==> config.mk <==
export PLATFORM = sky130hd
export DESIGN_NAME = omc_top
export DESIGN_NICKNAME = d
export VERILOG_FILES = /design/src/omc_pkg.sv /design/src/omc_cmd_if.sv /design/src/omc_top.sv /design/src/omc_pin_sync.sv /design/src/omc_pin_mux.sv
export SDC_FILE = /design/constraint.sdc
export NUM_CORES = 1
export LEC_CHECK = 0
export BUFFER_PORTS_ARGS = -buffer_cell sky130_fd_sc_hd__buf_2
export CORE_MARGIN = 2
export CORE_UTILIZATION = 45
export DETAILED_ROUTE_END_ITERATION = 10
export PLACE_DENSITY = 0.84
export SLEW_MARGIN = 20
export SYNTH_ARGS = -nofsm -noshare
export SYNTH_HDL_FRONTEND = slang
export SYNTH_HIERARCHICAL = 1
export SYNTH_SLANG_ARGS = --single-unit
==> constraint.sdc <==
create_clock -name clock -period 2 [get_ports clock]
set_input_delay 0.4 -clock clock [delete_from_list [all_inputs] [get_ports clock]]
set_output_delay 0.4 -clock clock [all_outputs]
set_load 0.01 [all_outputs]
==> src/omc_pkg.sv <==
package omc_pkg;
  // ***********************************************************************
  // modes and commands
  // ***********************************************************************
  typedef enum logic [2:0] {
    OMC_RESET = 3'h0,
    OMC_VECT_LO = 3'h1,
    OMC_VECT_HI = 3'h2,
    OMC_RUN = 3'h3,
    OMC_BKGD = 3'h4,
    OMC_WAIT = 3'h5,
    OMC_STOP = 3'h6
  } omc_state_e;

  // mode indication to the debug controller
  typedef enum logic [1:0] {
    OMC_MODE_RUN = 2'h0,
    OMC_MODE_WAIT = 2'h1,
    OMC_MODE_STOP = 2'h2,
    OMC_MODE_BKGD = 2'h3
  } omc_mode_e;

  // debug command classes
  typedef enum logic [2:0] {
    OMC_CMD_MEM = 3'h0,
    OMC_CMD_MEM_STAT = 3'h1,
    OMC_CMD_DBG_REG = 3'h2,
    OMC_CMD_HALT = 3'h3,
    OMC_CMD_CPU_REG = 3'h4,
    OMC_CMD_STEP = 3'h5,
    OMC_CMD_RESUME = 3'h6,
    OMC_CMD_NONE = 3'h7
  } omc_cmd_e;

  // pin owner selection
  typedef enum logic [1:0] {
    OMC_OWN_PORT = 2'h0,
    OMC_OWN_ALT1 = 2'h1,
    OMC_OWN_ALT2 = 2'h2
  } omc_owner_e;

  localparam logic [15:0] VECTOR_HI_ADDR = 16'hfffe;
  localparam logic [15:0] VECTOR_LO_ADDR = 16'hffff;
  localparam int BIT_CYCLES = 16;
  localparam int SYNC_STAGES = 3;
  // timer clock routing after reset: input n feeds timer n
  localparam logic [5:0] TCLK_ROUTE_RST = 6'h24;
  localparam logic [7:0] MEM_STAT_LOWPWR = 8'hc0;
endpackage

==> src/omc_cmd_if.sv <==
// command path from debug controller into the mode controller
interface omc_cmd_if;
  logic valid;
  omc_pkg::omc_cmd_e cmd;
  logic accept;
  logic error;
  modport ctrl (input valid, input cmd, output accept, output error);
  modport gate (output valid, output cmd, input accept, input error);
endinterface

==> src/omc_top.sv <==
// Function
// mode pin high at reset release selects normal run mode
// run mode starts at address read from vector bytes at top of memory
// background entered from pin low, halt command, halt instruction, breakpoints
// in background the processor is suspended and fetches nothing
// memory, status, debug register and halt commands accepted running or halted
// processor register, step and resume commands only in background mode
// resume command leaves background mode and continues the application
// wait instruction stops the processor clock
// entering wait clears the interrupt mask bit
// interrupt in wait wakes processor and starts stacking
// in wait only halt and status-memory commands are accepted
// status-memory commands in wait or stop return low-power error, no access
// halt command in wait wakes into background mode
// in wait system clocks run and regulator stays in full regulation
// in stop clocks stop, regulator standby, deep stop powers part down
// highest-priority enabled function drives a shared pin
// software should disable sharing modules before enabling another
// software should clear module flags after enabling alternate function
// timer external clocks route to timers one, two, three out of reset
// each debug link bit lasts sixteen debug controller clocks
// stop with stop option clear forces an illegal-opcode reset
// current mode is reported to the debug controller
module omc_top (
  input wire logic clock,
  input wire logic rstn,
  input wire logic mode_pin_in,
  input wire logic halt_instr,
  input wire logic ctrl_brk,
  input wire logic trace_brk,
  input wire logic wait_instr,
  input wire logic stop_instr,
  input wire logic stop_enable_option,
  input wire logic deep_stop_sel,
  input wire logic irq_req,
  input wire logic wake_evt,
  input wire logic cmd_valid,
  input wire omc_pkg::omc_cmd_e cmd,
  input wire logic step_done,
  input wire logic [7:0] mem_rdata,
  input wire logic [5:0] tclk_route_wr,
  input wire logic tclk_route_we,
  input wire logic [2:0] tclk_in,
  input wire logic [2:0] alt1_en,
  input wire logic [2:0] alt2_en,
  input wire logic [2:0] port_out,
  input wire logic [2:0] alt1_out,
  input wire logic [2:0] alt2_out,
  output logic [15:0] mem_addr,
  output logic mem_rd,
  output logic [15:0] pc_load,
  output logic pc_load_en,
  output logic cpu_run,
  output logic cpu_clk_en,
  output logic imask_clear,
  output logic irq_stack,
  output logic sys_clk_en,
  output logic reg_full,
  output logic deep_pd,
  output logic illegal_reset,
  output logic cmd_accept,
  output logic cmd_error,
  output logic [7:0] status_data,
  output logic [1:0] cur_mode,
  output logic [2:0] timer_clk,
  output logic [2:0] pin_out,
  output logic [2:0] pin_oe_n,
  output logic [3:0] bit_phase
);
  // ***********************************************************************
  // declarations
  // ***********************************************************************
  omc_pkg::omc_state_e state_q, state_d;
  logic mode_lvl;
  logic [2:0] settle_q;
  logic settled_w;
  logic [7:0] vec_hi_q;
  logic [15:0] pc_q;
  logic pc_en_q;
  logic illegal_q;
  logic [5:0] route_q;
  logic [7:0] stat_q;
  logic [3:0] phase_q;
  logic acc_w;
  logic nonintr_w;
  logic active_w;
  logic enter_bkgd_w;
  omc_cmd_if cif ();

  function automatic logic is_nonintr(input omc_pkg::omc_cmd_e c);
    return (c == omc_pkg::OMC_CMD_MEM) || (c == omc_pkg::OMC_CMD_MEM_STAT) ||
           (c == omc_pkg::OMC_CMD_DBG_REG) || (c == omc_pkg::OMC_CMD_HALT);
  endfunction

  function automatic logic [2:0] route_sel(input logic [5:0] r, input logic [2:0] t);
    logic [2:0] o;
    o = 3'h0;
    for (int i = 0; i < 3; i++) begin
      o[i] = t[r[2*i +: 2]];
    end
    return o;
  endfunction

  // ***********************************************************************
  // mode pin synchroniser
  // ***********************************************************************
  omc_pin_sync u_sync (
    .clock(clock),
    .rstn(rstn),
    .pin(mode_pin_in),
    .level(mode_lvl)
  );

  // ***********************************************************************
  // command gating by mode
  // ***********************************************************************
  assign cif.valid = cmd_valid;
  assign cif.cmd = cmd;
  assign nonintr_w = is_nonintr(cmd);
  assign active_w = (cmd == omc_pkg::OMC_CMD_CPU_REG) || (cmd == omc_pkg::OMC_CMD_STEP) ||
                    (cmd == omc_pkg::OMC_CMD_RESUME);
  // low-power modes take halt and status access only
  assign acc_w = cmd_valid && (
      ((state_q == omc_pkg::OMC_RUN) && nonintr_w) ||
      ((state_q == omc_pkg::OMC_BKGD) && (nonintr_w || active_w)) ||
      (((state_q == omc_pkg::OMC_WAIT) || (state_q == omc_pkg::OMC_STOP)) &&
       ((cmd == omc_pkg::OMC_CMD_HALT) || (cmd == omc_pkg::OMC_CMD_MEM_STAT))));
  assign cif.accept = acc_w;
  assign cif.error = acc_w && (cmd == omc_pkg::OMC_CMD_MEM_STAT) &&
                     ((state_q == omc_pkg::OMC_WAIT) || (state_q == omc_pkg::OMC_STOP));
  assign cmd_accept = cif.accept;
  assign cmd_error = cif.error;

  assign enter_bkgd_w = halt_instr || ctrl_brk || trace_brk ||
                        (acc_w && cmd == omc_pkg::OMC_CMD_HALT);

  // ***********************************************************************
  // mode state machine
  // ***********************************************************************
  always_comb begin
    state_d = state_q;
    case (state_q)
      omc_pkg::OMC_RESET: begin
        // level settled through the synchroniser after reset release picks the mode
        if (settled_w) begin
          state_d = mode_lvl ? omc_pkg::OMC_VECT_LO : omc_pkg::OMC_BKGD;
        end
      end
      omc_pkg::OMC_VECT_LO: state_d = omc_pkg::OMC_VECT_HI;
      omc_pkg::OMC_VECT_HI: state_d = omc_pkg::OMC_RUN;
      omc_pkg::OMC_RUN: begin
        if (enter_bkgd_w) begin
          state_d = omc_pkg::OMC_BKGD;
        end else if (wait_instr) begin
          state_d = omc_pkg::OMC_WAIT;
        end else if (stop_instr && stop_enable_option) begin
          state_d = omc_pkg::OMC_STOP;
        end
      end
      omc_pkg::OMC_BKGD: begin
        if (acc_w && cmd == omc_pkg::OMC_CMD_RESUME) begin
          state_d = omc_pkg::OMC_RUN;
        end
      end
      omc_pkg::OMC_WAIT: begin
        if (acc_w && cmd == omc_pkg::OMC_CMD_HALT) begin
          state_d = omc_pkg::OMC_BKGD;
        end else if (irq_req) begin
          state_d = omc_pkg::OMC_RUN;
        end
      end
      omc_pkg::OMC_STOP: begin
        if (acc_w && cmd == omc_pkg::OMC_CMD_HALT) begin
          state_d = omc_pkg::OMC_BKGD;
        end else if (irq_req || wake_evt) begin
          state_d = omc_pkg::OMC_RUN;
        end
      end
      default: state_d = omc_pkg::OMC_RESET;
    endcase
  end

  // the synchroniser holds the pullup level in reset, so the pin only counts
  // once its level has crossed every stage and the agree compare
  assign settled_w = (settle_q == 3'(omc_pkg::SYNC_STAGES + 1));
  always_ff @(posedge clock or negedge rstn) begin
    if (!rstn) begin
      state_q <= omc_pkg::OMC_RESET;
      settle_q <= 3'h0;
    end else begin
      state_q <= state_d;
      if (!settled_w) begin
        settle_q <= settle_q + 3'h1;
      end
    end
  end

  // ***********************************************************************
  // reset vector fetch
  // ***********************************************************************
  assign mem_addr = (state_q == omc_pkg::OMC_VECT_LO) ? omc_pkg::VECTOR_HI_ADDR :
                    omc_pkg::VECTOR_LO_ADDR;
  assign mem_rd = (state_q == omc_pkg::OMC_VECT_LO) || (state_q == omc_pkg::OMC_VECT_HI);

  // data arrives one cycle after the address: high byte first
  always_ff @(posedge clock or negedge rstn) begin
    if (!rstn) begin
      vec_hi_q <= 8'h00;
      pc_q <= 16'h0000;
      pc_en_q <= 1'h0;
    end else begin
      pc_en_q <= (state_q == omc_pkg::OMC_VECT_HI);
      if (state_q == omc_pkg::OMC_VECT_HI) begin
        vec_hi_q <= mem_rdata;
      end
      if (pc_en_q) begin
        pc_q <= {vec_hi_q, mem_rdata};
      end
    end
  end
  // the low byte is taken straight into the load value with the strobe
  assign pc_load = {vec_hi_q, mem_rdata};
  assign pc_load_en = pc_en_q;

  // ***********************************************************************
  // processor and power controls
  // ***********************************************************************
  assign cpu_run = (state_q == omc_pkg::OMC_RUN);
  assign cpu_clk_en = (state_q == omc_pkg::OMC_RUN) || (state_q == omc_pkg::OMC_BKGD);
  assign imask_clear = (state_q == omc_pkg::OMC_RUN) && (state_d == omc_pkg::OMC_WAIT);
  assign irq_stack = (state_q == omc_pkg::OMC_WAIT) && (state_d == omc_pkg::OMC_RUN);
  assign sys_clk_en = (state_q != omc_pkg::OMC_STOP);
  assign reg_full = (state_q != omc_pkg::OMC_STOP);
  assign deep_pd = (state_q == omc_pkg::OMC_STOP) && deep_stop_sel;

  // illegal stop raises a reset request held until system reset
  always_ff @(posedge clock or negedge rstn) begin
    if (!rstn) begin
      illegal_q <= 1'h0;
    end else if ((state_q == omc_pkg::OMC_RUN) && stop_instr && !stop_enable_option &&
                 !enter_bkgd_w && !wait_instr) begin
      illegal_q <= 1'h1;
    end
  end
  assign illegal_reset = illegal_q;

  // ***********************************************************************
  // mode report and status byte
  // ***********************************************************************
  always_comb begin
    case (state_q)
      omc_pkg::OMC_WAIT: cur_mode = omc_pkg::OMC_MODE_WAIT;
      omc_pkg::OMC_STOP: cur_mode = omc_pkg::OMC_MODE_STOP;
      omc_pkg::OMC_BKGD: cur_mode = omc_pkg::OMC_MODE_BKGD;
      default: cur_mode = omc_pkg::OMC_MODE_RUN;
    endcase
  end

  // low-power error replaces the memory byte
  always_ff @(posedge clock or negedge rstn) begin
    if (!rstn) begin
      stat_q <= 8'h00;
    end else if (acc_w && cmd == omc_pkg::OMC_CMD_MEM_STAT) begin
      stat_q <= cif.error ? omc_pkg::MEM_STAT_LOWPWR : mem_rdata;
    end
  end
  assign status_data = stat_q;

  // ***********************************************************************
  // debug bit timing
  // ***********************************************************************
  always_ff @(posedge clock or negedge rstn) begin
    if (!rstn) begin
      phase_q <= 4'h0;
    end else begin
      phase_q <= phase_q + 4'h1;
    end
  end
  assign bit_phase = phase_q;

  // ***********************************************************************
  // timer clock routing
  // ***********************************************************************
  always_ff @(posedge clock or negedge rstn) begin
    if (!rstn) begin
      route_q <= omc_pkg::TCLK_ROUTE_RST;
    end else if (tclk_route_we) begin
      route_q <= tclk_route_wr;
    end
  end
  assign timer_clk = route_sel(route_q, tclk_in);

  // ***********************************************************************
  // shared pins
  // ***********************************************************************
  for (genvar g = 0; g < 3; g++) begin : g_pin
    omc_pin_mux u_mux (
      .port_out(port_out[g]),
      .port_oen_n(1'h0),
      .alt1_en(alt1_en[g]),
      .alt1_out(alt1_out[g]),
      .alt1_oen_n(1'h0),
      .alt2_en(alt2_en[g]),
      .alt2_out(alt2_out[g]),
      .alt2_oen_n(1'h0),
      .pin_out(pin_out[g]),
      .pin_oe_n(pin_oe_n[g]),
      .owner()
    );
  end

  // ***********************************************************************
  // checks
  // ***********************************************************************
  property p_run_sel;
    @(posedge clock) disable iff (!rstn)
    (state_q == omc_pkg::OMC_RESET && settled_w && mode_lvl) |=> state_q == omc_pkg::OMC_VECT_LO;
  endproperty
  a_run_sel: assert property (p_run_sel) else $error("pin high did not select run");

  property p_vec;
    @(posedge clock) disable iff (!rstn)
    (state_q == omc_pkg::OMC_VECT_LO) |=> ##1 pc_load_en ##1 cpu_run;
  endproperty
  a_vec: assert property (p_vec) else $error("vector fetch sequence wrong");

  property p_bkgd;
    @(posedge clock) disable iff (!rstn)
    (state_q == omc_pkg::OMC_RUN && (halt_instr || ctrl_brk || trace_brk))
      |=> cur_mode == omc_pkg::OMC_MODE_BKGD;
  endproperty
  a_bkgd: assert property (p_bkgd) else $error("background entry missed");

  property p_susp;
    @(posedge clock) disable iff (!rstn)
    (state_q == omc_pkg::OMC_BKGD) |-> !cpu_run;
  endproperty
  a_susp: assert property (p_susp) else $error("cpu runs in background");

  property p_active_only;
    @(posedge clock) disable iff (!rstn)
    (cmd_valid && cmd == omc_pkg::OMC_CMD_STEP && cur_mode != omc_pkg::OMC_MODE_BKGD)
      |-> !cmd_accept;
  endproperty
  a_active_only: assert property (p_active_only) else $error("step accepted outside");

  property p_resume;
    @(posedge clock) disable iff (!rstn)
    (state_q == omc_pkg::OMC_BKGD && cmd_valid && cmd == omc_pkg::OMC_CMD_RESUME)
      |=> cpu_run;
  endproperty
  a_resume: assert property (p_resume) else $error("resume did not run");

  property p_wait_cmd;
    @(posedge clock) disable iff (!rstn)
    (state_q == omc_pkg::OMC_WAIT && cmd_valid && cmd == omc_pkg::OMC_CMD_MEM) |-> !cmd_accept;
  endproperty
  a_wait_cmd: assert property (p_wait_cmd) else $error("memory command in wait");

  property p_wake_halt;
    @(posedge clock) disable iff (!rstn)
    (state_q == omc_pkg::OMC_WAIT && cmd_valid && cmd == omc_pkg::OMC_CMD_HALT)
      |=> cur_mode == omc_pkg::OMC_MODE_BKGD && sys_clk_en;
  endproperty
  a_wake_halt: assert property (p_wake_halt) else $error("halt did not wake");

  property p_illegal;
    @(posedge clock) disable iff (!rstn)
    (state_q == omc_pkg::OMC_RUN && stop_instr && !stop_enable_option && !wait_instr &&
     !halt_instr && !ctrl_brk && !trace_brk && !cmd_valid)
      |=> illegal_reset && cur_mode != omc_pkg::OMC_MODE_STOP;
  endproperty
  a_illegal: assert property (p_illegal) else $error("illegal stop not trapped");

  c_wait: cover property (@(posedge clock) disable iff (!rstn)
    state_q == omc_pkg::OMC_WAIT ##1 state_q == omc_pkg::OMC_RUN);
  c_bkgd: cover property (@(posedge clock) disable iff (!rstn)
    state_q == omc_pkg::OMC_BKGD ##1 state_q == omc_pkg::OMC_RUN);
  c_err: cover property (@(posedge clock) disable iff (!rstn) cmd_error);
endmodule

==> src/omc_pin_sync.sv <==
// ***********************************************************************
// three-stage pin synchroniser, change taken when stages two and three agree
// ***********************************************************************
module omc_pin_sync (
  input wire logic clock,
  input wire logic rstn,
  input wire logic pin,
  output logic level
);
  logic [2:0] sync_q;
  logic level_q;

  // reset value high matches the pin's pullup
  always_ff @(posedge clock or negedge rstn) begin
    if (!rstn) begin
      sync_q <= 3'h7;
      level_q <= 1'h1;
    end else begin
      sync_q <= {sync_q[1:0], pin};
      if (sync_q[1] == sync_q[2]) begin
        level_q <= sync_q[2];
      end
    end
  end
  assign level = level_q;
endmodule

==> src/omc_pin_mux.sv <==
// ***********************************************************************
// pin owner selection: highest-priority enabled function drives the pin
// ***********************************************************************
module omc_pin_mux (
  input wire logic port_out,
  input wire logic port_oen_n,
  input wire logic alt1_en,
  input wire logic alt1_out,
  input wire logic alt1_oen_n,
  input wire logic alt2_en,
  input wire logic alt2_out,
  input wire logic alt2_oen_n,
  output logic pin_out,
  output logic pin_oe_n,
  output omc_pkg::omc_owner_e owner
);
  // alt2 over alt1 over port
  assign owner = alt2_en ? omc_pkg::OMC_OWN_ALT2 :
                 alt1_en ? omc_pkg::OMC_OWN_ALT1 : omc_pkg::OMC_OWN_PORT;
  assign pin_out = alt2_en ? alt2_out : alt1_en ? alt1_out : port_out;
  assign pin_oe_n = alt2_en ? alt2_oen_n : alt1_en ? alt1_oen_n : port_oen_n;
endmodule

==> results of run 1 <==
==> path summary, 6_finish.rpt <==
kind,start,to,slack (ns)
setup reg to reg,state_q[0],status_data[7],0.11
max in group asynchronous,rstn,route_q[5],1.50
min in group clock,mode_pin_in,u_sync/sync_q[0],0.20
hold / removal,rstn,status_data[0],0.15
hold reg to reg,u_sync/sync_q[0],u_sync/sync_q[1],0.36
setup / recovery,state_q[0],cmd_error,-0.13
==> metal layers <==
| metal | up-vias | share of wire |
|---|---|---|
| met2 | 75 | 0.50 |
| met3 | 6 | 0.088 |
| li1 | 907 | - |
| met1 | 856 | 0.40 |
| met4 | 0 | 0.010 |
| met5 | - | 0 |
==> flip-flops by register name, indices dropped and copies added (netlist names) <==
register / count
status_data: 8
vec_hi_q: 8
route_q: 6
bit_phase: 4
settle_q: 3
state_q: 3
u_sync/sync_q: 3
illegal_reset: 1
pc_load_en: 1
u_sync/level: 1
==> area by class of cell <==
type | instances | area (sq um)
repair buffers | 119 | 659.4
inverters | 13 | 48.80
fillers | 380 | 1780
clock buffers | 6 | 72.57
flip-flops and latches | 38 | 960.9
well taps | 54 | 67.56
clock inverters | 2 | 37.54
multi-input cells | 151 | 1065
==> power by group through the flow <==
stage / combinational (W) / sequential (W) / clock (W)
6_report: 0.00167 / 0.00115 / 0.000646
5_1_grt: 0.00182 / 0.00119 / 0.000701
4_1_cts: 0.00155 / 0.00115 / 0.000661
3_5_place_dp: 0.00142 / 0.00116 / 0
3_3_place_gp: 0.00139 / 0.00115 / 0
2_1_floorplan: 0.000841 / 0.00122 / 0
==> metrics by stage <==
| step | cell area, sq um | utilization |
|---|---|---|
| 2_1_floorplan | 2248 | - |
| 3_3_place_gp | 2665 | 0.5680 |
| 3_5_place_dp | 2665 | 0.5680 |
| 4_1_cts | 2870 | 0.6117 |
| 5_1_grt | 2912 | 0.6205 |
| 6_report | 2912 | 0.6205 |
==> cell usage in the layout (no fill, tap or decap), types with 5 or more instances in the layout <==
master	instances
clkbuf_8	5
o21ai_0	6
mux2_2	14
inv_1	11
conb_1	24
dfrtp_1	30
nand2_1	28
mux2i_1	15
o21ai_1	7
dfstp_2	6
nor2_1	7
buf_4	23
buf_2	95
==> timing repair <==
| action | 4_1_cts | 5_1_grt |
|---|---|---|
| setup buffers | 9 | 4 |
| gates resized for setup | 9 | 8 |
| endpoints found under the setup margin | 4 | 13 |
| pin swaps | 5 | 5 |
==> results.toml, run 1 <==
[placed_design]
port_buffers = 97
place_hpwl_mm = 3.700
place_ws_ns = 0.02733
gp_congestion = 0.8740
dp.cells = 365

[detailed_routing]
vias = 1844
post-route-drc-count = 0
drtIter0Drc = 67
drtPass1Iterations = 4
wl_per_cell_um = 12.90
finalWirelength_mm = 4.940
viasPerCell = 4.815
antenna_left = 0

[sta]
hold_viol = 0
setup_tns_ns = -0.2430
setup_viol = 2
rsz0062_at_grt = "yes"
fin_ws_ns = -0.1346
finalCritPeriodShare = 1.067
skew_ns = 0.007134
period_minus_slack_ns = 2.135
fmax_ghz = 0.4685
whs_ns = 0.1499
drv_slew = 0

[cts]
clkTransAtPathRegs_ns = 0.08
cts_buffers = 5
h-tree-depth = 2
clk_path_buf_depth = 2
cts-root-buf = "clkbuf_8"
clock_sinks = 38
postCtsHoldBufs = 0
cts_tree = "yes"
worstSkewPairLatency_ns = 0.29

[die]
rows = 25
io_pins = 117
dieArea_sq_um = 5384
die_h_um = 73.38
start_util = 0.4616
coreArea_sq_um = 4692
die_x_um = 73.38

[critical_path]
cp.depth = 6
slowest_delay_ns = 0.46
cp-end-kind = "output pin"
crit_family = "simple AND/OR/NAND/NOR gates"
ff2ff_path_depth = 7
slowest_stage = "dfrtp_2"
path_class = "register to output pin"
path_max_fanout = 4
critPathBufInv = 1
cp.arrival_ns = 1.73
cp-start-kind = "register"
path_cells = "nor2_4, a22o_4, a21oi_2, nor4bb_2, o211a_1, buf_6"
crit_required_ns = 1.60

[grt]
overflow = 0
grt_pass1_vias = 1692
use_met1 = 0.2109
antenna_found_initial = 0
grt_start_max_net_pins = 39
gr-max-usage-layer = "met2"
met2_usage = 0.3203
grt_pass1_wl_mm = 7.548
gr-usage-met3 = 0.06447
grt_usage = 0.1838

[run_status]
outcome = "finished with violations"
violations = "negative setup slack"

[logic_synthesis]
syn_area_sq_um = 2166
syn_area_per_cell_sq_um = 10.31
yosysWarnings = 6
syn_inst = 210

[final_layout]
drive_above_1_share = 0.5106
diodes = 0
layout.nets = 381
instances_no_fill = 383
area_growth_pct = 34.43

[pwr]
ir_drop_v = 0.0006534
pwr-share-clk = 0.186
cell_internal_pwr_w = 0.002230
switching_power_w = 0.001238
sw_frac_of_total = 0.3570
pwr-share-seq = 0.333
powerDensity_nw_per_um2 = 1191
p_comb_frac = 0.481
total_power_w = 0.003468
p_leak_nw = 1.555

[min_path]
min_path_type = "input port to asynchronous set/reset pin"

[run]
max-cap-violations = 0
(Power assumes the default switching activity.)
==> run 2, diff against run 1 <==
--- a/config.mk
+++ b/config.mk
@@ -9,9 +9,9 @@
 export CORE_MARGIN = 2
 export CORE_UTILIZATION = 45
 export DETAILED_ROUTE_END_ITERATION = 10
-export PLACE_DENSITY = 0.84
+export GPL_ROUTABILITY_DRIVEN = 0
+export PLACE_DENSITY = 0.85
 export SLEW_MARGIN = 20
 export SYNTH_ARGS = -nofsm -noshare
 export SYNTH_HDL_FRONTEND = slang
-export SYNTH_HIERARCHICAL = 1
 export SYNTH_SLANG_ARGS = --single-unit
==> results.toml, run 2 <==
[run_status]
outcome = "finished with violations"
violations = "negative setup slack"

[logic_synthesis]
ys_ff_latch = 38
synth.distinct_cells = 42
synth_compound_area_frac = 0.08324
synth_common_cells = "dfrtp_1 (32), buf_4 (30), nand2_1 (24)"
synth_top_family_by_area = "buffers and inverters"
synth_edf_count = 0
synth_most_common_cell = "dfrtp_1"
syn_inst = 211
ys_seq_area_frac = 0.4490
synth_mux_area_frac = 0.1395
syn_area_sq_um = 2135
synth_xor_area_frac = 0.01641
synthAdderAreaFrac = 0.02227
post-synth-top-area-cell = "dfrtp_1"
yosysWarnings = 0
yosysTopAreaCellShare = 0.3751
synthSimpleGateAreaFrac = 0.1354
ys.flop_type = "dfrtp_1"
syn_area_per_cell_sq_um = 10.12
synth.area.top_cells = "dfrtp_1 (38%), buf_4 (11%), dfstp_2 (7.4%), mux2i_1 (6.6%), mux2_2 (4.2%)"
synthArstFlopShare = 1.000

[sta]
hold_viol = 0
max-slew-margin-rel = 0.4567
tightest_slew_ns = 0.8149
setup_viol = 2
fmax_ghz = 0.4876
whs_ns = 0.2055
period_minus_slack_ns = 2.051
rsz0062_at_grt = "yes"
fin_ws_ns = -0.05082
skew_ns = 0.003806
finalCritPeriodShare = 1.025
drv_slew = 0

[detailed_routing]
viasPerCell = 4.890
vias = 1775
finalWirelength_mm = 4.552
post-route-drc-count = 0
drtPass1Iterations = 5
wl_per_cell_um = 12.54
drtIter0Drc = 73
antenna_left = 0

[critical_path]
r2r_slack_ns = 0.29
crit_required_ns = 1.60
cp-start-kind = "register"
path_max_fanout = 4
path_class = "register to output pin"
cp.arrival_ns = 1.65
cp-end-kind = "output pin"

[final_layout]
drive_above_1_share = 0.4725
layout.nets = 361
fill_cells = 416
diodes = 0
mostFrequentLayoutCell = "buf_2"
final_cell_mix = "buf_2 (97), dfrtp_1 (29), nand2_1 (24)"
instances_no_fill = 363
finish.utilization = 0.5823
area_growth_pct = 27.14

[placed_design]
dp.cells = 349
place_hpwl_mm = 3.351
place_ws_ns = 0.03144
port_buffers = 97

[grt]
antenna_found_initial = 0
overflow = 0
grt_pass1_wl_mm = 7.127
grt_start_max_net_pins = 39
grt_usage = 0.1763
grt_pass1_vias = 1631

[min_path]
min_path_type = "input port to asynchronous set/reset pin"

[cts]
cts_tree = "yes"
cts-root-buf = "clkbuf_8"
postCtsHoldBufs = 0
cts_buffers = 5
clock_sinks = 38
clk_path_buf_depth = 2
worstSkewPairLatency_ns = 0.28
clkTransAtPathRegs_ns = 0.07
h-tree-depth = 2

[die]
coreArea_sq_um = 4661
rows = 25
dieArea_sq_um = 5310
die_h_um = 72.87
start_util = 0.4580
io_pins = 117
die_x_um = 72.87

[run]
max-cap-violations = 0

[pwr]
powerDensity_nw_per_um2 = 1168
p_leak_nw = 1.439
ir_drop_v = 0.0005386
total_power_w = 0.003169
-- run 2: cell types whose count changed in the layout (fill, tap and decap cells not counted), sizes merged, moves of 4 or more --
cell    previous run  this run
nand2             29        25
buf              119       110
nor2               8        12
o21ai             13         9
nand2b             4         0
conb              24        18
-- run 2: power breakdown --
part	switching (W)	total [W]	internal, W	leakage, nW
Clock	0.000255	0.000533	0.000278	0.0482
Combinational	0.000764	0.00146	0.000698	0.956
Sequential	0.000168	0.00117	0.00101	0.435
Total	0.00119	0.00317	0.00198	1.44
-- run 2: final cells by class --
class,instances,area [sq um],area share
well taps,54,67.56,0.02490
multi-input cells,138,953.4,0.3513
flip-flops and latches,38,962.2,0.3545
clock inverters,1,5.005,0.001844
clock buffers,7,86.33,0.03181
repair buffers,110,583.1,0.2148
inverters,15,56.30,0.02075
-- run 2: critical path, stage by stage (launching register included) --
cell	delay, ns
dfrtp_2	0.46
nor2_4	0.14
a22o_4	0.14
a21oi_4	0.06
nor4bb_4	0.28
and2_1	0.16
buf_2	0.12
-- run 2: cells by family after synthesis --
family                   count (synthesis)
adder cells (fa/ha/maj)                  4
buffers and inverters                   51
AO/OA/AOI/OAI                           27
other                                    2
multiplexers                            28
XOR/XNOR                                 4
AND/OR/NAND/NOR                         57
flip-flops                              38
-- run 2: repair_timing --
action / 4_1_cts / 5_1_grt
setup endpoints to repair: 3 / 4
pin swaps: 6 / 4
setup buffers: 5 / 1
gates resized for setup: 10 / 2
-- run 2: metal layers --
metal	part of all wire	global-route usage	routed length, um	up-vias
met5	0	0	0	-
met4	0.027	0.08436	122	0
met3	0.073	0.04282	334	13
met2	0.52	0.3111	2346	89
met1	0.38	0.1988	1749	821
li1	-	-	-	852
-- run 2: final timing paths --
path | startpoint | end | cells after the start
setup / recovery | state_q[0] | cmd_error | 6
hold / removal | rstn | route_q[4] | 1
setup reg to reg | state_q[0] | status_data[5] | 8
hold reg to reg | u_sync.sync_q[0] | u_sync.sync_q[1] | 0
max in group asynchronous | rstn | state_q[2] | 1
min in group clock | mode_pin_in | u_sync.sync_q[0] | 1
-- run 2: per-stage QoR --
step	TNS [ns]	instance area, sq um
floorplan	0	2195
global placement	0	2535
detailed placement	0	2535
CTS	-0.1852	2701
global route	-0.4558	2714
finish	-0.08998	2714
